`src/explicit_frame_pkg.sv`:
```
// constants for the explicit-addressing transmit frame parser
// assumes a byte stream from serial api logic on the same clock
package explicit_frame_pkg;
   localparam logic [7:0] FRAME_DELIM = 8'h7E;
   localparam logic [7:0] FT_EXPLICIT = 8'h11;
   localparam logic [7:0] FT_TX_STATUS = 8'h8B;
   localparam logic [7:0] CSUM_TARGET = 8'hFF;
   localparam logic [63:0] BCAST_ADDR = 64'h0000_0000_0000_FFFF;
   // frame offsets
   localparam logic [15:0] OFS_TYPE = 16'h0003;
   localparam logic [15:0] OFS_ID = 16'h0004;
   localparam logic [15:0] OFS_DEST_FIRST = 16'h0005;
   localparam logic [15:0] OFS_DEST_LAST = 16'h000C;
   localparam logic [15:0] OFS_SRC_EP = 16'h000F;
   localparam logic [15:0] OFS_DST_EP = 16'h0010;
   localparam logic [15:0] OFS_CLUSTER_HI = 16'h0011;
   localparam logic [15:0] OFS_CLUSTER_LO = 16'h0012;
   localparam logic [15:0] OFS_PROFILE_HI = 16'h0013;
   localparam logic [15:0] OFS_PROFILE_LO = 16'h0014;
   localparam logic [15:0] OFS_RADIUS = 16'h0015;
   localparam logic [15:0] OFS_OPTIONS = 16'h0016;
   localparam logic [15:0] OFS_PAYLOAD = 16'h0017;
   // length of frame type through options
   localparam logic [15:0] MIN_LEN = 16'h0014;
   // option bits
   localparam int OPT_NO_ACK = 0;
   localparam int OPT_NO_ROUTE_DISC = 1;
   localparam int OPT_NACK = 2;
   localparam int OPT_TRACE = 3;
   localparam int OPT_METHOD_LO = 6;
   localparam logic [1:0] METHOD_INVALID = 2'h0;
   localparam logic [1:0] METHOD_MESH = 2'h3;
   // apb map
   localparam logic [7:0] ADDR_CTRL = 8'h00;
   localparam logic [7:0] ADDR_MAX_PAY = 8'h04;
   localparam logic [7:0] ADDR_COUNTS = 8'h08;
   localparam logic [7:0] ADDR_DEST_HI = 8'h0C;
   localparam logic [7:0] ADDR_DEST_LO = 8'h10;
   localparam logic [7:0] ADDR_APP = 8'h14;
   localparam logic [7:0] ADDR_OPTS = 8'h18;
   localparam logic [7:0] HOPS_RST = 8'h07;
   localparam logic [15:0] MAX_PAY_DEFAULT = 16'h0100;
   typedef enum logic [2:0] {ST_IDLE, ST_LEN_HI, ST_LEN_LO, ST_BODY, ST_CSUM} parse_state_t;
endpackage

```
`src/explicit_frame_parser.sv`:
```
// explicit-addressing transmit frame parser with apb control registers
// assumes unescaped bytes from serial api logic on mclk, one per rx_valid
// How it works
// RL1 - frame type byte 0x11 selects this decode; other types are skipped
// RL2 - nonzero frame id is echoed in a status request; zero id gives none
// RL3 - destination address offsets 5 to 12, most significant byte first
// RL4 - destination equal to broadcast value is treated as broadcast
// RL5 - host loads full unicast address of receiving node
// RL6 - host fills reserved bytes 13 and 14 with 0xFFFE
// RL7 - source endpoint offset 15, destination endpoint offset 16, both applied
// RL8 - cluster identifier at offsets 17 and 18 used for transmission
// RL9 - profile identifier at offsets 19 and 20 used for transmission
// RL10 - radius from offset 21; zero means use network max hops
// RL11 - radius above network max hops is clamped to it
// RL12 - radius ignored for unicast, applied only to broadcast
// RL13 - options offset 22; bit 0 suppresses unicast acknowledgments
// RL14 - option bit 1 skips route discovery for mesh unicast
// RL15 - option bit 2 enables negative acknowledgments for mesh packets
// RL16 - option bit 3 requests trace route for mesh packets
// RL17 - host writes zero to bits 4, 5 and undefined bits
// RL18 - bits 7:6 delivery method: 00 invalid, 01, 10, 11 mesh
// RL19 - payload from offset 23 to end, not above maximum payload
// RL20 - maximum payload count answered on a dedicated query
// RL21 - checksum is 0xFF minus low byte of sum type through payload
// RL22 - frame opens with 0x7E then big-endian 16-bit length
// RL23 - cluster and profile identifiers arrive most significant byte first
// RL24 - bad checksum or invalid delivery method frame is discarded
//
// The address map and the APB slave port were chosen for this implementation.
`timescale 1ns/1ps
module explicit_frame_parser
   import explicit_frame_pkg::*;
#(
   parameter logic [15:0] MAX_PAYLOAD = MAX_PAY_DEFAULT
) (
   input wire logic mclk,
   input wire logic nrst,
   input wire logic psel,
   input wire logic penable,
   input wire logic pwrite,
   input wire logic [7:0] paddr,
   input wire logic [31:0] pwdata,
   output logic [31:0] prdata,
   output logic pready,
   output logic pslverr,
   input wire logic rx_valid,
   input wire logic [7:0] rx_byte,
   output logic pay_valid,
   output logic [7:0] pay_byte,
   output logic frame_done,
   output logic frame_ok,
   output logic tx_go,
   output logic [63:0] tx_dest,
   output logic tx_broadcast,
   output logic [7:0] tx_src_ep,
   output logic [7:0] tx_dst_ep,
   output logic [15:0] tx_cluster,
   output logic [15:0] tx_profile,
   output logic [7:0] tx_radius,
   output logic tx_no_ack,
   output logic tx_no_route_disc,
   output logic tx_nack_en,
   output logic tx_trace_route,
   output logic [1:0] tx_method,
   output logic stat_req,
   output logic [7:0] stat_frame_type,
   output logic [7:0] stat_frame_id,
   input wire logic max_payload_query,
   output logic max_payload_valid,
   output logic [15:0] max_payload_len
);
   parse_state_t state;
   logic [15:0] frame_len;
   logic [15:0] ofs;
   logic [7:0] sum;
   logic [7:0] ftype;
   logic [7:0] fid;
   logic [63:0] dest;
   logic [7:0] src_ep;
   logic [7:0] dst_ep;
   logic [15:0] cluster;
   logic [15:0] profile;
   logic [7:0] radius;
   logic [7:0] opts;
   logic too_long;
   logic [7:0] hops;
   logic parse_en;
   logic [15:0] good_count;
   logic [15:0] bad_count;
   logic last_body;
   logic csum_good;
   logic method_ok;
   logic is_bcast;
   logic is_mesh;
   logic accept;
   logic [7:0] next_radius;
   logic apb_wr;
   logic apb_rd;
   logic addr_hit;

   assign last_body = (ofs == frame_len + 16'h0002);
   // RL21 checksum check
   assign csum_good = ((sum + rx_byte) == CSUM_TARGET);
   // RL18 method check
   assign method_ok = (opts[OPT_METHOD_LO +: 2] != METHOD_INVALID);
   // RL4 broadcast detect
   assign is_bcast = (dest == BCAST_ADDR);
   assign is_mesh = (opts[OPT_METHOD_LO +: 2] == METHOD_MESH);
   // RL24 discard gate
   assign accept = csum_good && method_ok && !too_long && (frame_len >= MIN_LEN);

   // RL10 zero or clamped radius
   always_comb begin
      next_radius = radius;
      if (!is_bcast) begin
         // RL12 unicast ignores radius
         next_radius = 8'h00;
      end else if (radius == 8'h00 || radius > hops) begin
         // RL11 clamp to max hops
         next_radius = hops;
      end
   end

   // frame sequencing
   always_ff @(posedge mclk or negedge nrst) begin
      if (!nrst) begin
         state <= ST_IDLE;
         frame_len <= 16'h0000;
         ofs <= 16'h0000;
         sum <= 8'h00;
      end else if (!parse_en) begin
         state <= ST_IDLE;
      end else if (rx_valid) begin
         unique case (state)
            // RL22 delimiter and length
            ST_IDLE: begin
               if (rx_byte == FRAME_DELIM) begin
                  state <= ST_LEN_HI;
               end
            end
            ST_LEN_HI: begin
               frame_len[15:8] <= rx_byte;
               state <= ST_LEN_LO;
            end
            ST_LEN_LO: begin
               frame_len[7:0] <= rx_byte;
               ofs <= OFS_TYPE;
               sum <= 8'h00;
               state <= ({frame_len[15:8], rx_byte} == 16'h0000) ? ST_IDLE : ST_BODY;
            end
            ST_BODY: begin
               sum <= sum + rx_byte;
               ofs <= ofs + 16'h0001;
               if (last_body) begin
                  state <= ST_CSUM;
               end
            end
            ST_CSUM: begin
               state <= ST_IDLE;
            end
         endcase
      end
   end

   // field capture
   always_ff @(posedge mclk or negedge nrst) begin
      if (!nrst) begin
         ftype <= 8'h00;
         fid <= 8'h00;
         dest <= 64'h0000_0000_0000_0000;
         src_ep <= 8'h00;
         dst_ep <= 8'h00;
         cluster <= 16'h0000;
         profile <= 16'h0000;
         radius <= 8'h00;
         opts <= 8'h00;
         too_long <= 1'b0;
      end else if (rx_valid && state == ST_BODY) begin
         // RL1 type capture
         if (ofs == OFS_TYPE) begin
            ftype <= rx_byte;
            too_long <= 1'b0;
         end
         if (ofs == OFS_ID) begin
            fid <= rx_byte;
         end
         // RL3 address shift in
         if (ofs >= OFS_DEST_FIRST && ofs <= OFS_DEST_LAST) begin
            dest <= {dest[55:0], rx_byte};
         end
         // RL7 endpoints
         if (ofs == OFS_SRC_EP) begin
            src_ep <= rx_byte;
         end
         if (ofs == OFS_DST_EP) begin
            dst_ep <= rx_byte;
         end
         // RL23 high byte first
         if (ofs == OFS_CLUSTER_HI || ofs == OFS_CLUSTER_LO) begin
            // RL8 cluster field
            cluster <= {cluster[7:0], rx_byte};
         end
         if (ofs == OFS_PROFILE_HI || ofs == OFS_PROFILE_LO) begin
            // RL9 profile field
            profile <= {profile[7:0], rx_byte};
         end
         if (ofs == OFS_RADIUS) begin
            radius <= rx_byte;
         end
         if (ofs == OFS_OPTIONS) begin
            opts <= rx_byte;
         end
         // RL19 payload length limit
         if (ofs >= OFS_PAYLOAD && (ofs - OFS_PAYLOAD) >= MAX_PAYLOAD) begin
            too_long <= 1'b1;
         end
      end
   end

   // payload pass-through
   always_ff @(posedge mclk or negedge nrst) begin
      if (!nrst) begin
         pay_valid <= 1'b0;
         pay_byte <= 8'h00;
      end else begin
         // RL19 payload bytes
         pay_valid <= parse_en && rx_valid && state == ST_BODY && ofs >= OFS_PAYLOAD
            && ftype == FT_EXPLICIT;
         if (rx_valid && state == ST_BODY) begin
            pay_byte <= rx_byte;
         end
      end
   end

   // frame verdict and transmit request
   always_ff @(posedge mclk or negedge nrst) begin
      if (!nrst) begin
         frame_done <= 1'b0;
         frame_ok <= 1'b0;
         tx_go <= 1'b0;
         stat_req <= 1'b0;
         stat_frame_id <= 8'h00;
         tx_dest <= 64'h0000_0000_0000_0000;
         tx_broadcast <= 1'b0;
         tx_src_ep <= 8'h00;
         tx_dst_ep <= 8'h00;
         tx_cluster <= 16'h0000;
         tx_profile <= 16'h0000;
         tx_radius <= 8'h00;
         tx_no_ack <= 1'b0;
         tx_no_route_disc <= 1'b0;
         tx_nack_en <= 1'b0;
         tx_trace_route <= 1'b0;
         tx_method <= 2'h0;
      end else begin
         frame_done <= 1'b0;
         tx_go <= 1'b0;
         stat_req <= 1'b0;
         // RL1 only explicit frames reach here
         if (parse_en && rx_valid && state == ST_CSUM && ftype == FT_EXPLICIT) begin
            frame_done <= 1'b1;
            frame_ok <= accept;
            if (accept) begin
               tx_go <= 1'b1;
               // RL2 status only for nonzero id
               stat_req <= (fid != 8'h00);
               stat_frame_id <= fid;
               tx_dest <= dest;
               tx_broadcast <= is_bcast;
               tx_src_ep <= src_ep;
               tx_dst_ep <= dst_ep;
               tx_cluster <= cluster;
               tx_profile <= profile;
               tx_radius <= next_radius;
               // RL13 unicast ack suppress
               tx_no_ack <= opts[OPT_NO_ACK] && !is_bcast;
               // RL14 mesh unicast route skip
               tx_no_route_disc <= opts[OPT_NO_ROUTE_DISC] && !is_bcast && is_mesh;
               // RL15 mesh nack enable
               tx_nack_en <= opts[OPT_NACK] && is_mesh;
               // RL16 mesh trace route
               tx_trace_route <= opts[OPT_TRACE] && is_mesh;
               tx_method <= opts[OPT_METHOD_LO +: 2];
            end
         end
      end
   end

   assign stat_frame_type = FT_TX_STATUS;

   // RL20 maximum payload query
   always_ff @(posedge mclk or negedge nrst) begin
      if (!nrst) begin
         max_payload_valid <= 1'b0;
         max_payload_len <= 16'h0000;
      end else begin
         max_payload_valid <= max_payload_query;
         if (max_payload_query) begin
            max_payload_len <= MAX_PAYLOAD;
         end
      end
   end

   // apb slave, zero wait states
   assign pready = 1'b1;
   assign apb_wr = psel && penable && pwrite;
   assign apb_rd = psel && !penable && !pwrite;
   assign addr_hit = (paddr == ADDR_CTRL) || (paddr == ADDR_MAX_PAY) || (paddr == ADDR_COUNTS)
      || (paddr == ADDR_DEST_HI) || (paddr == ADDR_DEST_LO) || (paddr == ADDR_APP)
      || (paddr == ADDR_OPTS);
   assign pslverr = psel && penable && !addr_hit;

   always_ff @(posedge mclk or negedge nrst) begin
      if (!nrst) begin
         hops <= HOPS_RST;
         parse_en <= 1'b1;
      end else if (apb_wr && paddr == ADDR_CTRL) begin
         hops <= pwdata[7:0];
         parse_en <= pwdata[8];
      end
   end

   always_ff @(posedge mclk or negedge nrst) begin
      if (!nrst) begin
         good_count <= 16'h0000;
         bad_count <= 16'h0000;
      end else if (apb_wr && paddr == ADDR_COUNTS) begin
         // a verdict in the clear cycle is kept
         good_count <= {15'h0000, frame_done && frame_ok};
         bad_count <= {15'h0000, frame_done && !frame_ok};
      end else if (frame_done) begin
         good_count <= good_count + {15'h0000, frame_ok};
         bad_count <= bad_count + {15'h0000, !frame_ok};
      end
   end

   always_ff @(posedge mclk or negedge nrst) begin
      if (!nrst) begin
         prdata <= 32'h0000_0000;
      end else if (apb_rd) begin
         unique case (paddr)
            ADDR_CTRL: prdata <= {23'h00_0000, parse_en, hops};
            ADDR_MAX_PAY: prdata <= {16'h0000, MAX_PAYLOAD};
            ADDR_COUNTS: prdata <= {bad_count, good_count};
            ADDR_DEST_HI: prdata <= tx_dest[63:32];
            ADDR_DEST_LO: prdata <= tx_dest[31:0];
            ADDR_APP: prdata <= {tx_src_ep, tx_dst_ep, tx_cluster};
            ADDR_OPTS: prdata <= {tx_profile, tx_radius, tx_method, 6'h00};
            default: prdata <= 32'h0000_0000;
         endcase
      end
   end

   a_type_gate: assert property (@(posedge mclk) disable iff (!nrst) // RL1
      tx_go |-> ftype == FT_EXPLICIT) else $error("transmit for wrong frame type");
   a_stat_id: assert property (@(posedge mclk) disable iff (!nrst) // RL2
      stat_req |-> tx_go && stat_frame_id != 8'h00) else $error("status with zero id");
   a_bcast_detect: assert property (@(posedge mclk) disable iff (!nrst) // RL4
      tx_go |-> tx_broadcast == (tx_dest == BCAST_ADDR)) else $error("broadcast flag wrong");
   a_radius_clamp: assert property (@(posedge mclk) disable iff (!nrst) // RL11
      tx_go && tx_broadcast |-> tx_radius <= hops && (tx_radius != 8'h00 || hops == 8'h00))
      else $error("radius outside range");
   a_radius_unicast: assert property (@(posedge mclk) disable iff (!nrst) // RL12
      tx_go && !tx_broadcast |-> tx_radius == 8'h00) else $error("unicast radius used");
   a_ack_unicast: assert property (@(posedge mclk) disable iff (!nrst) // RL13
      tx_go && tx_broadcast |-> !tx_no_ack) else $error("ack suppress on broadcast");
   a_mesh_only: assert property (@(posedge mclk) disable iff (!nrst) // RL16
      tx_go && tx_method != METHOD_MESH |-> !tx_trace_route && !tx_nack_en)
      else $error("mesh option outside mesh");
   a_method_valid: assert property (@(posedge mclk) disable iff (!nrst) // RL18
      tx_go |-> tx_method != METHOD_INVALID) else $error("invalid method sent");
   a_query_answer: assert property (@(posedge mclk) disable iff (!nrst) // RL20
      max_payload_query |=> max_payload_valid && max_payload_len == MAX_PAYLOAD)
      else $error("payload query unanswered");
   a_discard_bad: assert property (@(posedge mclk) disable iff (!nrst) // RL24
      frame_done && !frame_ok |-> !tx_go && !stat_req) else $error("bad frame sent");
   a_done_follows: assert property (@(posedge mclk) disable iff (!nrst) // RL21
      state == ST_CSUM && rx_valid && parse_en && ftype == FT_EXPLICIT |=> frame_done)
      else $error("no verdict after checksum");
endmodule // explicit_frame_parser

```
`config.mk`:
```
export PLATFORM = sky130hd
export DESIGN_NAME = explicit_frame_parser
export DESIGN_NICKNAME = d
export VERILOG_FILES = /design/src/explicit_frame_pkg.sv /design/src/explicit_frame_parser.sv
export SDC_FILE = /design/constraint.sdc
export NUM_CORES = 1
export LEC_CHECK = 0
export ABC_CLOCK_PERIOD_IN_PS = 3700
export BUFFER_PORTS_ARGS = -buffer_cell sky130_fd_sc_hd__buf_2
export CORE_MARGIN = 2
export CORE_UTILIZATION = 40
export CTS_BUF_LIST = sky130_fd_sc_hd__clkbuf_4
export DETAILED_ROUTE_END_ITERATION = 7
export PLACE_DENSITY_LB_ADDON = 0.2
export SYNTH_ARGS = -nofsm -noshare
export SYNTH_HDL_FRONTEND = slang
export SYNTH_SLANG_ARGS = --single-unit
```
`constraint.sdc`:
```
create_clock -name mclk -period 3.7 [get_ports mclk]
set_clock_uncertainty 0.2 [all_clocks]
set_input_delay 0.74 -clock mclk [delete_from_list [all_inputs] [get_ports mclk]]
set_output_delay 0.74 -clock mclk [all_outputs]
set_load 0.01 [all_outputs]
```
==> impl_results.md, run 1 <==
* Yosys cell types at 74
* Top cells by area, synth: dfrtp_1, mux2_2, mux2_4
* Tot GR Track Use at 0.231
* Simple-gate share of the synthesized area at 0.0894
* Final setup viols at 0
* CP Data Arrival Time at 3.89 ns
* Status: complete, but fails checks
* YS warnings at 0
* FF-to-FF Start: sum[0]$_DFFE_PN0P_
* Biggest regs: dest (64), tx_dest (64), prdata (32)
* Period minus WS final at 3.40 ns
* Core area at 46700 um2
* Post-synth EDFFs at 0
* Slew margin rel. at 0.507
* CTS H-tree depth at 3
* Crit start category: flop
* Crit path capture type: flop
* Synth top area share at 0.534
* CTS tree: built
* Most frequent cell after synthesis: dfrtp_1
* Dpl hpwl at 39500 um
* Hold Vio Cnt, Final at 0
* RePlAce Congestion at 0.881
* Clk slew on worst S/H paths at 0.06 ns
* Die Width at 222 um
* Root buffer cell: clkbuf_4
* Synth Area in Adders at 0.0169
* DR iter-0 viols at 1268
* FMAX at 294 MHz
* Failing checks: DRC
* DIE HEIGHT at 222 um
* Seq/Total Area, Yosys at 0.540
* Starting density of the core at 0.407
* Pre-antenna DRT Iters at 8
* Layout cell share with drive strength beyond 1 at 0.380
* Design Power at 0.0111 W
* Area Overhead vs Synth at 18.2%
* Hold crit path type: in -> reg
* Hold Crit Start: rx_valid
* Syn_area_per_cell at 12.5 um2
* Crit path max fanout at 22
* Clk_lat worst skew at 0.83 ns
* Hold worst-path end: state[2]$_DFFE_PN0P_
* Finished Cell Area at 22400 um2
* Xor-xnor portion of the synthesized cell area at 0.0231
* Area of the multi-input gates at 8140 um2
* Detail Route Antenna Nets at 0
* R2R cell count at 10
* Cell Rows at 79
* Largest family of logic cells by synthesized area: multiplexers
* Hold-fix buffers, CTS at 11
* Unrepaired setup endpoints after global routing: false
* DP Area at 21000 um2
* Type of the worst setup path: reg -> reg
* FF+latch area at 10200 um2
* Final wirelength at 56500 um
* Die Area at 49200 um2
* Clk buf depth at 3
* Flops & latches, synth at 409
* Vias post-DR at 13800
* # IOs at 262
* Initial antenna violation count at 5
* DR WL/cell at 22.5 um
* Synth Area in Compound Gates at 0.0966
* Post-synthesis async set-or-reset flop share at 1.00
* Commonest cells post-synth: dfrtp_1, mux2_2, nand2_1, nor2_1, mux2_4
* Syn Std Cell Area at 19000 um2
* Required @ worst endpoint at 4.20 ns
* Cts bufs inserted at 107
* Residual DRC at 16
* R2R setup slack at 0.30 ns
* Synth Instances at 1518
* GRT Residual Overflow at 0
* Largest net degree at the start of global routing at 88
* Measured slew at the worst slew-check pin at 0.740 ns
* Hold Path Stages at 3
* Max Cap Viol at 0
* Final nets at 1907
* Vias per cell at 5.52
* Post-synth top flop: dfrtp_1
* Pwr dens at 494 nW/um2
* Vias in the first global route at 13900
* # port buffers at 214
* Final Max Tran Viols at 0
* Cell taking the most area after synthesis: dfrtp_1
* Clock sink count at 409
* Leak Pwr at 11.1 nW
* First-pass GRT wire length at 86400 um
* Fill cell count at 4335
* R2R Path End: tx_cluster[14]$_DFFE_PN0P_
* PostCTS Resize Cnt at 0
* VDD IR-drop max at 0.173 mV
* Setup Buffers After CTS at 0
* Mux cell area share after synthesis at 0.195
* Tcrit/Tclk final at 0.918
==> critical path, stage by stage, from the launching register on <==
cell and delay [ns]:
dfrtp_1 0.38, ha_1 0.21, fa_1 0.41, a21o_1 0.21, a21oi_1 0.19, xor2_1 0.10
or4_1 0.57, a211oi_4 0.26, buf_12 0.21, buf_12 0.19, mux2_2 0.35
==> where the power goes <==
group / internal (W) / total [W] / switching, W
clock: 0.00203 / 0.00387 / 0.00184
sequential: 0.00485 / 0.00531 / 0.000453
combinational: 0.000898 / 0.00189 / 0.000996
==> cell usage in the layout (no fill, tap or decap), types with 13 or more instances in the layout <==
| cell type | count |
|---|---|
| a21oi_1 | 25 |
| conb_1 | 24 |
| buf_2 | 213 |
| ha_1 | 24 |
| nor2_1 | 67 |
| o211ai_1 | 30 |
| o21a_1 | 29 |
| buf_4 | 49 |
| a22oi_1 | 32 |
| a222oi_1 | 26 |
| nand4_1 | 28 |
| mux2_4 | 60 |
| xnor2_1 | 18 |
| dfrtp_1 | 405 |
| clkbuf_4 | 161 |
| mux2_1 | 40 |
| nor4_1 | 24 |
| and3_1 | 13 |
| nand2_1 | 76 |
| a31oi_1 | 14 |
| mux2i_1 | 16 |
| inv_1 | 35 |
| buf_12 | 13 |
| nand3_1 | 29 |
| clkinv_1 | 18 |
| mux2_2 | 195 |
| o21ai_0 | 49 |
| xor2_1 | 32 |
==> layout make-up <==
type	instances	area share
well taps	607	0.0339
inverters	35	0.00586
flip-flops and latches	409	0.457
clock buffers	161	0.0539
repair buffers	287	0.0811
multi-input cells	987	0.363
diodes	1	0.000112
clock inverters	22	0.00513
==> per-stage QoR <==
step	setup slack, ns	hold WS [ns]	TNS, ns	std cells	util
2_1_floorplan	0.0372	0.243	0	1540	-
3_3_place_gp	-0.152	0.247	-15.43	2314	0.450
3_5_place_dp	-0.184	0.258	-19.30	2314	0.450
4_1_cts	0.279	0.0875	0	2508	0.481
5_1_grt	0.149	0.153	0	2509	0.481
6_report	0.304	0.175	0	2509	0.481
==> worst max path at each step <==
stage | end | cells after the start | startpoint | slack, ns
after floorplan | stat_frame_id[0]$_DFFE_PN0P_ | 10 | rx_byte[0] | 0.04
after global placement | tx_cluster[15]$_DFFE_PN0P_ | 11 | rx_byte[0] | -0.15
after detailed placement | tx_cluster[14]$_DFFE_PN0P_ | 11 | rx_byte[0] | -0.18
after CTS | tx_cluster[10]$_DFFE_PN0P_ | 10 | sum[0]$_DFFE_PN0P_ | 0.28
after global routing | tx_cluster[14]$_DFFE_PN0P_ | 10 | sum[0]$_DFFE_PN0P_ | 0.15
final | tx_cluster[14]$_DFFE_PN0P_ | 10 | sum[0]$_DFFE_PN0P_ | 0.30
==> cells by family (layout without fill, tap and decap cells) <==
| logic type | count (synthesis) | in the layout |
|---|---|---|
| AOI/OAI and AO/OA | 258 | 258 |
| xor gates and xnor gates | 50 | 50 |
| adders and majority gates | 25 | 25 |
| buffers and inverters | 144 | 505 |
| DFF | 409 | 409 |
| muxes | 311 | 311 |
| other | 2 | 25 |
| and+or+nand+nor | 319 | 319 |
==> metal layers <==
layer | GRT usage | vias to the layer above | routed length (um)
met1 | 0.310 | 7069 | 24500
li1 | - | 6241 | -
met2 | 0.370 | 430 | 27100
met5 | 0 | - | 26
met4 | 0.0863 | 4 | 1520
met3 | 0.0456 | 96 | 3300
Note: power is estimated with default switching activity, not from simulation.
==> inputs of run 2 (changes only) <==
ABC_AREA = 1   (was not set)
==> run 2 against run 1 <==
The flow now finishes without violations. Clock power increased by 7.8%. Register-to-register slack improved by 0.49 ns. Final cell count grew 45%. Setup slack gained 0.16 ns. Critical path depth is 2 lower. Non-clock buffer count is 19 lower. Sequential share of layout area shrank 2.1 points. Global-route usage rose by 2.1 points. Clock-buffer cell count is 15 higher. Utilization down 0.87 points. Worst hold slack better by 0.012 ns. Critical path type is now in -> out. Critical endpoint is now pslverr. Highest routed layer unchanged.
==> impl_results.md, run 2 <==
* Tcrit/Tclk final at 0.874
* Biggest regs: dest (64), tx_dest (64), prdata (32)
* Net Sw Frac at 0.319
* Post-synthesis async set-or-reset flop share at 1.00
* Top cells by area, synth: dfrtp_1, nand2_1, inv_1
* Crit path max fanout at 10
* Post-synth top flop: dfrtp_1
* Hold crit path type: in -> reg
* Max Cap Viol at 0
* Leak Pwr at 12.3 nW
* First-pass GRT wire length at 100000 um
* DP Area at 21900 um2
* Design Power at 0.0113 W
* Fill cell count at 5086
* Syn_area_per_cell at 7.71 um2
* Synth top area share at 0.506
* Measured slew at the worst slew-check pin at 1.24 ns
* FMAX at 309 MHz
* Psw at 0.00360 W
* Required @ worst endpoint at 2.76 ns
* Setup tns final at 0 ns
* Die Area at 51900 um2
* Area of the multi-input gates at 7390 um2
* Most common cell after layout, fill and taps aside: nand2_1
* Initial antenna violation count at 5
* Layout cell share with drive strength beyond 1 at 0.156
* GRT Residual Overflow at 0
* Yosys cell types at 50
* Most frequent cell after synthesis: nand2_1
* Clock sink count at 409
* VDD IR-drop max at 0.325 mV
* Clk slew on worst S/H paths at 0.06 ns
* Area Overhead vs Synth at 17.1%
* Comb pwr share at 0.167
* Core area at 49800 um2
* Synth Instances at 2599
* Clock share of power at 0.370
* Vias in the first global route at 17400
* Flops & latches, synth at 409
* Crit path capture type: output pin
* Place WS at 0.234 ns
* Starting density of the core at 0.403
* # port buffers at 214
* Slew margin rel. at 0.171
* Vias post-DR at 17800
* Top sig layer: met5
* Clk buf depth at 3
* CP Data Arrival Time at 2.29 ns
* Seq/Total Area, Yosys at 0.511
* Unrepaired setup endpoints after global routing: false
* FF+latch area at 10200 um2
* Dpl hpwl at 47200 um
* Root buffer cell: clkbuf_4
* Part of the power in registers at 0.463
* Cts bufs inserted at 113
* Detail Route Antenna Nets at 0
* DIE HEIGHT at 228 um
* # IOs at 262
* Cell Rows at 82
* Metal-1 WL at 29100 um
* Die Width at 228 um
* CTS tree: built
* YS warnings at 0
* DR iter-0 viols at 1540
* Final setup viols at 0
* Post-synth EDFFs at 0
* Tot GR Track Use at 0.252
* Largest net degree at the start of global routing at 88
* Setup Buffers After CTS at 0
* Pint at 0.00768 W
* DR WL/cell at 17.8 um
* Crit start category: primary input
* Final setup margin at 0.468 ns
* Final Max Tran Viols at 0
* Commonest cells after routing, fill and taps aside: nand2_1, inv_1, dfrtp_1
* Residual DRC at 0
* DR WL met2 at 27900 um
* Final wirelength at 64800 um
* Period minus WS final at 3.23 ns
* Met3 Routed Length at 4990 um
* RePlAce Congestion at 0.956
* Final nets at 2964
* Vias per cell at 4.89
* Finished Cell Area at 23500 um2
* Cell taking the most area after synthesis: dfrtp_1
* Pre-antenna DRT Iters at 6
* Type of the worst setup path: in -> out
* Status: completed
* Hold Vio Cnt, Final at 0
* Commonest cells post-synth: nand2_1, inv_1, dfrtp_1, o21ai_0, nor2_1
* Syn Std Cell Area at 20000 um2
* Clk_lat worst skew at 0.88 ns
* CTS H-tree depth at 3
* Pwr dens at 481 nW/um2
-- run 2: cell count changes in the layout (fill, tap and decap cells not counted), sizes merged, moves of 26 or more --
cell | previous run | this run
inv | 37 | 502
o22ai | 2 | 50
nand2 | 76 | 846
a222oi | 26 | 0
nor2 | 67 | 132
o211ai | 30 | 1
nand3 | 30 | 82
a22oi | 32 | 1
mux2 | 295 | 0
nor3 | 12 | 43
o21ai | 52 | 226
-- run 2: logic make-up (layout without fill, tap and decap cells) --
group / after synthesis / after routing / synth area share
compound gates: 362 / 362 / 0.100
fa+ha+maj: 25 / 25 / 0.0160
other cells: 2 / 25 / 0.000375
simple gates: 1159 / 1159 / 0.236
buf+inv: 618 / 972 / 0.126
xor+xnor: 24 / 24 / 0.0105
flops: 409 / 409 / 0.511
-- run 2: cell type report --
class,count,area share
Sequential cell,409,0.436
Multi-Input combinational cell,1594,0.315
Inverter,498,0.0796
Timing Repair Buffer,268,0.0715
Clock buffer,176,0.0563
Tap cell,672,0.0358
Clock inverter,30,0.00586
Antenna cell,1,0.000107
-- run 2: final timing paths --
path                                                 from                              to  slack (ns)  cells past startpoint
max                                              paddr[1]                         pslverr        0.47                      8
min                                            rx_byte[0]              sum[0]$_DFFE_PN0P_        0.19                      3
max reg2reg                            sum[0]$_DFFE_PN0P_       tx_profile[2]$_DFFE_PN0P_        0.79                     12
min reg2reg                max_payload_len[8]$_DFFE_PN0P_  max_payload_len[8]$_DFFE_PN0P_        0.27                      1
max in group asynchronous                            nrst         tx_dest[58]$_DFFE_PN0P_        1.99                      3
min in group asynchronous                            nrst            dest[33]$_DFFE_PN0P_        0.29                      2
-- run 2: metal layers --
layer / GRT usage / vias to the layer above
met5: 0 / -
met4: 0.119 / 4
met3: 0.0621 / 127
met2: 0.371 / 607
met1: 0.348 / 8458
li1: - / 8627
-- run 2: metrics by stage --
| stage | util | hold slack, ns | instances |
|---|---|---|---|
| after floorplan | - | 0.244 | 2621 |
| after global placement | 0.440 | 0.247 | 3429 |
| after detailed placement | 0.440 | 0.252 | 3429 |
| after CTS | 0.472 | 0.0860 | 3647 |
| after global routing | 0.472 | 0.129 | 3648 |
| final | 0.472 | 0.187 | 3648 |
-- run 2: power groups by stage --
| stage | clock network, W | logic, W | registers [W] |
|---|---|---|---|
| after CTS | 0.00431 | 0.00190 | 0.00522 |
| after detailed placement | 0 | 0.00188 | 0.00530 |
| final | 0.00417 | 0.00189 | 0.00523 |
| after global placement | 0 | 0.00185 | 0.00528 |
| after global routing | 0.00456 | 0.00218 | 0.00528 |
| after floorplan | 0 | 0.00134 | 0.00522 |
-- run 2: what timing repair did --
action	CTS	global route
hold buffers	12	0
endpoints found under the hold margin	93	0
gates resized for setup	0	0
-- run 2: worst max-delay path: stages --
cell	delay (ns)
buf_2	0.10
nor2_1	0.23
nand2_1	0.11
nor2_1	0.17
nand2_1	0.46
nand3_1	0.28
nor4_1	0.07
buf_2	0.14
==> inputs of run 3 (changes only) <==
ABC_CLOCK_PERIOD_IN_PS = 3510   (was 3700)
clock period = 3.51 ns   (was 3.7 ns; I/O delays follow)
==> run 3 against run 2 <==
Final cell count shrank 0.36%. Register-to-register slack lost 0.20 ns. Flip-flop and latch count is the same. Sequential share of layout area increased by 0.093 points. Global-route usage shrank 0.16 points. Critical path depth stayed put. Combinational power up 6%. Die area did not move. Setup slack got worse by 0.12 ns. Clock power grew 2%. Worst hold slack got worse by 0.023 ns.
==> impl_results.md, run 3 (synthesized netlist as in run 2, its figures left out) <==
* Status: completed
* Vias per cell at 4.91
* Layout cell share with drive strength beyond 1 at 0.155
* Net Sw Frac at 0.314
* Final setup viols at 0
* Core area at 49800 um2
* Clk buf depth at 3
* Tcrit/Tclk final at 0.902
* Clk slew on worst S/H paths at 0.06 ns
* Clk_lat worst skew at 0.86 ns
* Type of the worst setup path: in -> out
* Pre-antenna DRT Iters at 5
* Part of the power in registers at 0.468
* Clock sink count at 409
* Period minus WS final at 3.17 ns
* R2R setup slack at 0.59 ns
* Residual DRC at 0
* Required @ worst endpoint at 2.61 ns
* CTS H-tree depth at 3
* Unrepaired setup endpoints after global routing: false
* DIE HEIGHT at 228 um
* Final wirelength at 64600 um
* FMAX at 316 MHz
* Leak Pwr at 12.3 nW
* Psw at 0.00369 W
* First-pass GRT wire length at 99600 um
* Hold worst-path end: sum[0]$_DFFE_PN0P_
* Hold Vio Cnt, Final at 0
* # port buffers at 214
* Hold crit path type: in -> reg
* RePlAce Congestion at 0.940
* Measured slew at the worst slew-check pin at 1.05 ns
* Area of the multi-input gates at 7380 um2
* Final Util at 0.471
* Cell Rows at 82
* Dpl hpwl at 47700 um
* Vias in the first global route at 17100
* Root buffer cell: clkbuf_4
* Vias post-DR at 17800
* Fill cell count at 5068
* FF+latch area at 10200 um2
* FF-to-FF Start: sum[0]$_DFFE_PN0P_
* Crit start category: primary input
* Pwr dens at 502 nW/um2
* R2R cell count at 12
* Cts bufs inserted at 109
* Final nets at 2963
* Die Area at 51900 um2
* Detail Route Antenna Nets at 0
* Initial antenna violation count at 5
* # IOs at 262
* Comb pwr share at 0.170
* Final Non-Filler Cells at 3635
* Hold Crit Start: rx_byte[0]
* Commonest cells after routing, fill and taps aside: nand2_1, inv_1, dfrtp_1
* Most common cell after layout, fill and taps aside: nand2_1
* Clock share of power at 0.361
* GRT Residual Overflow at 0
* Cell Count Post-Placement at 3432
* Starting density of the core at 0.403
* R2R Path End: tx_profile[2]$_DFFE_PN0P_
* CP Data Arrival Time at 2.26 ns
* Hold Path Stages at 3
* Setup Buffers After CTS at 0
* Setup tns final at 0 ns
* Largest net degree at the start of global routing at 66
* Die Width at 228 um
* Area Overhead vs Synth at 16.9%
* VDD IR-drop max at 0.399 mV
* Tot GR Track Use at 0.250
* CTS tree: built
* DR WL/cell at 17.8 um
* Biggest regs: dest (64), tx_dest (64), prdata (32)
* Pint at 0.00807 W
* Slew margin rel. at 0.300
* Crit path capture type: output pin
* Crit path max fanout at 10
* Final Max Tran Viols at 0
* DR iter-0 viols at 1384
* Max Cap Viol at 0
## run 3: changes by cell type in the layout (fill, tap and decap cells not counted), sizes merged
cell,change
bufinv,+1
inv,-3
clkbuf,-6
buf,+3
clkinv,-8
## run 3: critical path: stages
cell and delay [ns]:
buf_2 0.09, nor2_1 0.25, nand2_1 0.13, nor2_1 0.19, nand2_1 0.42, nand3_1 0.27, nor4_1 0.06, buf_2 0.14
## run 3: final cells by class
class | instances | area share
multi-input cells | 1594 | 0.315
inverters | 498 | 0.0798
well taps | 672 | 0.0359
diodes | 1 | 0.000107
flip-flops and latches | 409 | 0.437
repair buffers | 271 | 0.0726
clock buffers | 170 | 0.0545
clock inverters | 20 | 0.00491
## run 3: how the worst max path moves through the flow
stage,startpoint,to,depth (start not counted)
after global routing,paddr[1],pslverr,8
after CTS,paddr[1],pslverr,8
after floorplan,rx_byte[0],tx_dest[46]$_DFFE_PN0P_,13
after detailed placement,rx_byte[0],tx_cluster[11]$_DFFE_PN0P_,13
after global placement,rx_byte[0],tx_cluster[8]$_DFFE_PN0P_,13
final,paddr[1],pslverr,8
## run 3: power groups by stage
stage	Sequential [W]	Combinational, W	Clock (W)
finish	0.00551	0.00201	0.00425
floorplan	0.00550	0.00142	0
CTS	0.00550	0.00201	0.00440
global placement	0.00557	0.00195	0
global route	0.00556	0.00230	0.00464
detailed placement	0.00558	0.00199	0
## run 3: what timing repair did
| action | 4_1_cts | 5_1_grt |
|---|---|---|
| resized for setup | 0 | 0 |
| hold buffers | 12 | 0 |
| endpoints found under the hold margin | 68 | 0 |
## run 3: per-layer routing
layer / GRT usage / share of wire / wire (um) / vias to the layer above
met5: 0 / 0.00012 / 8 / -
met4: 0.109 / 0.038 / 2450 / 2
met3: 0.0658 / 0.085 / 5480 / 122
met2: 0.374 / 0.43 / 28000 / 625
met1: 0.343 / 0.44 / 28600 / 8476
li1: - / - / - / 8616
## run 3: per-stage QoR
| step | cell area [um2] | total power, W | worst slack (ns) | hold WS [ns] |
|---|---|---|---|---|
| after floorplan | 20100 | 0.00692 | 0.616 | 0.206 |
| after global placement | 21900 | 0.00752 | 0.151 | 0.249 |
| after detailed placement | 21900 | 0.00757 | 0.130 | 0.254 |
| after CTS | 23400 | 0.0119 | 0.383 | 0.0553 |
| after global routing | 23400 | 0.0125 | 0.270 | 0.113 |
| final | 23400 | 0.0118 | 0.344 | 0.164 |
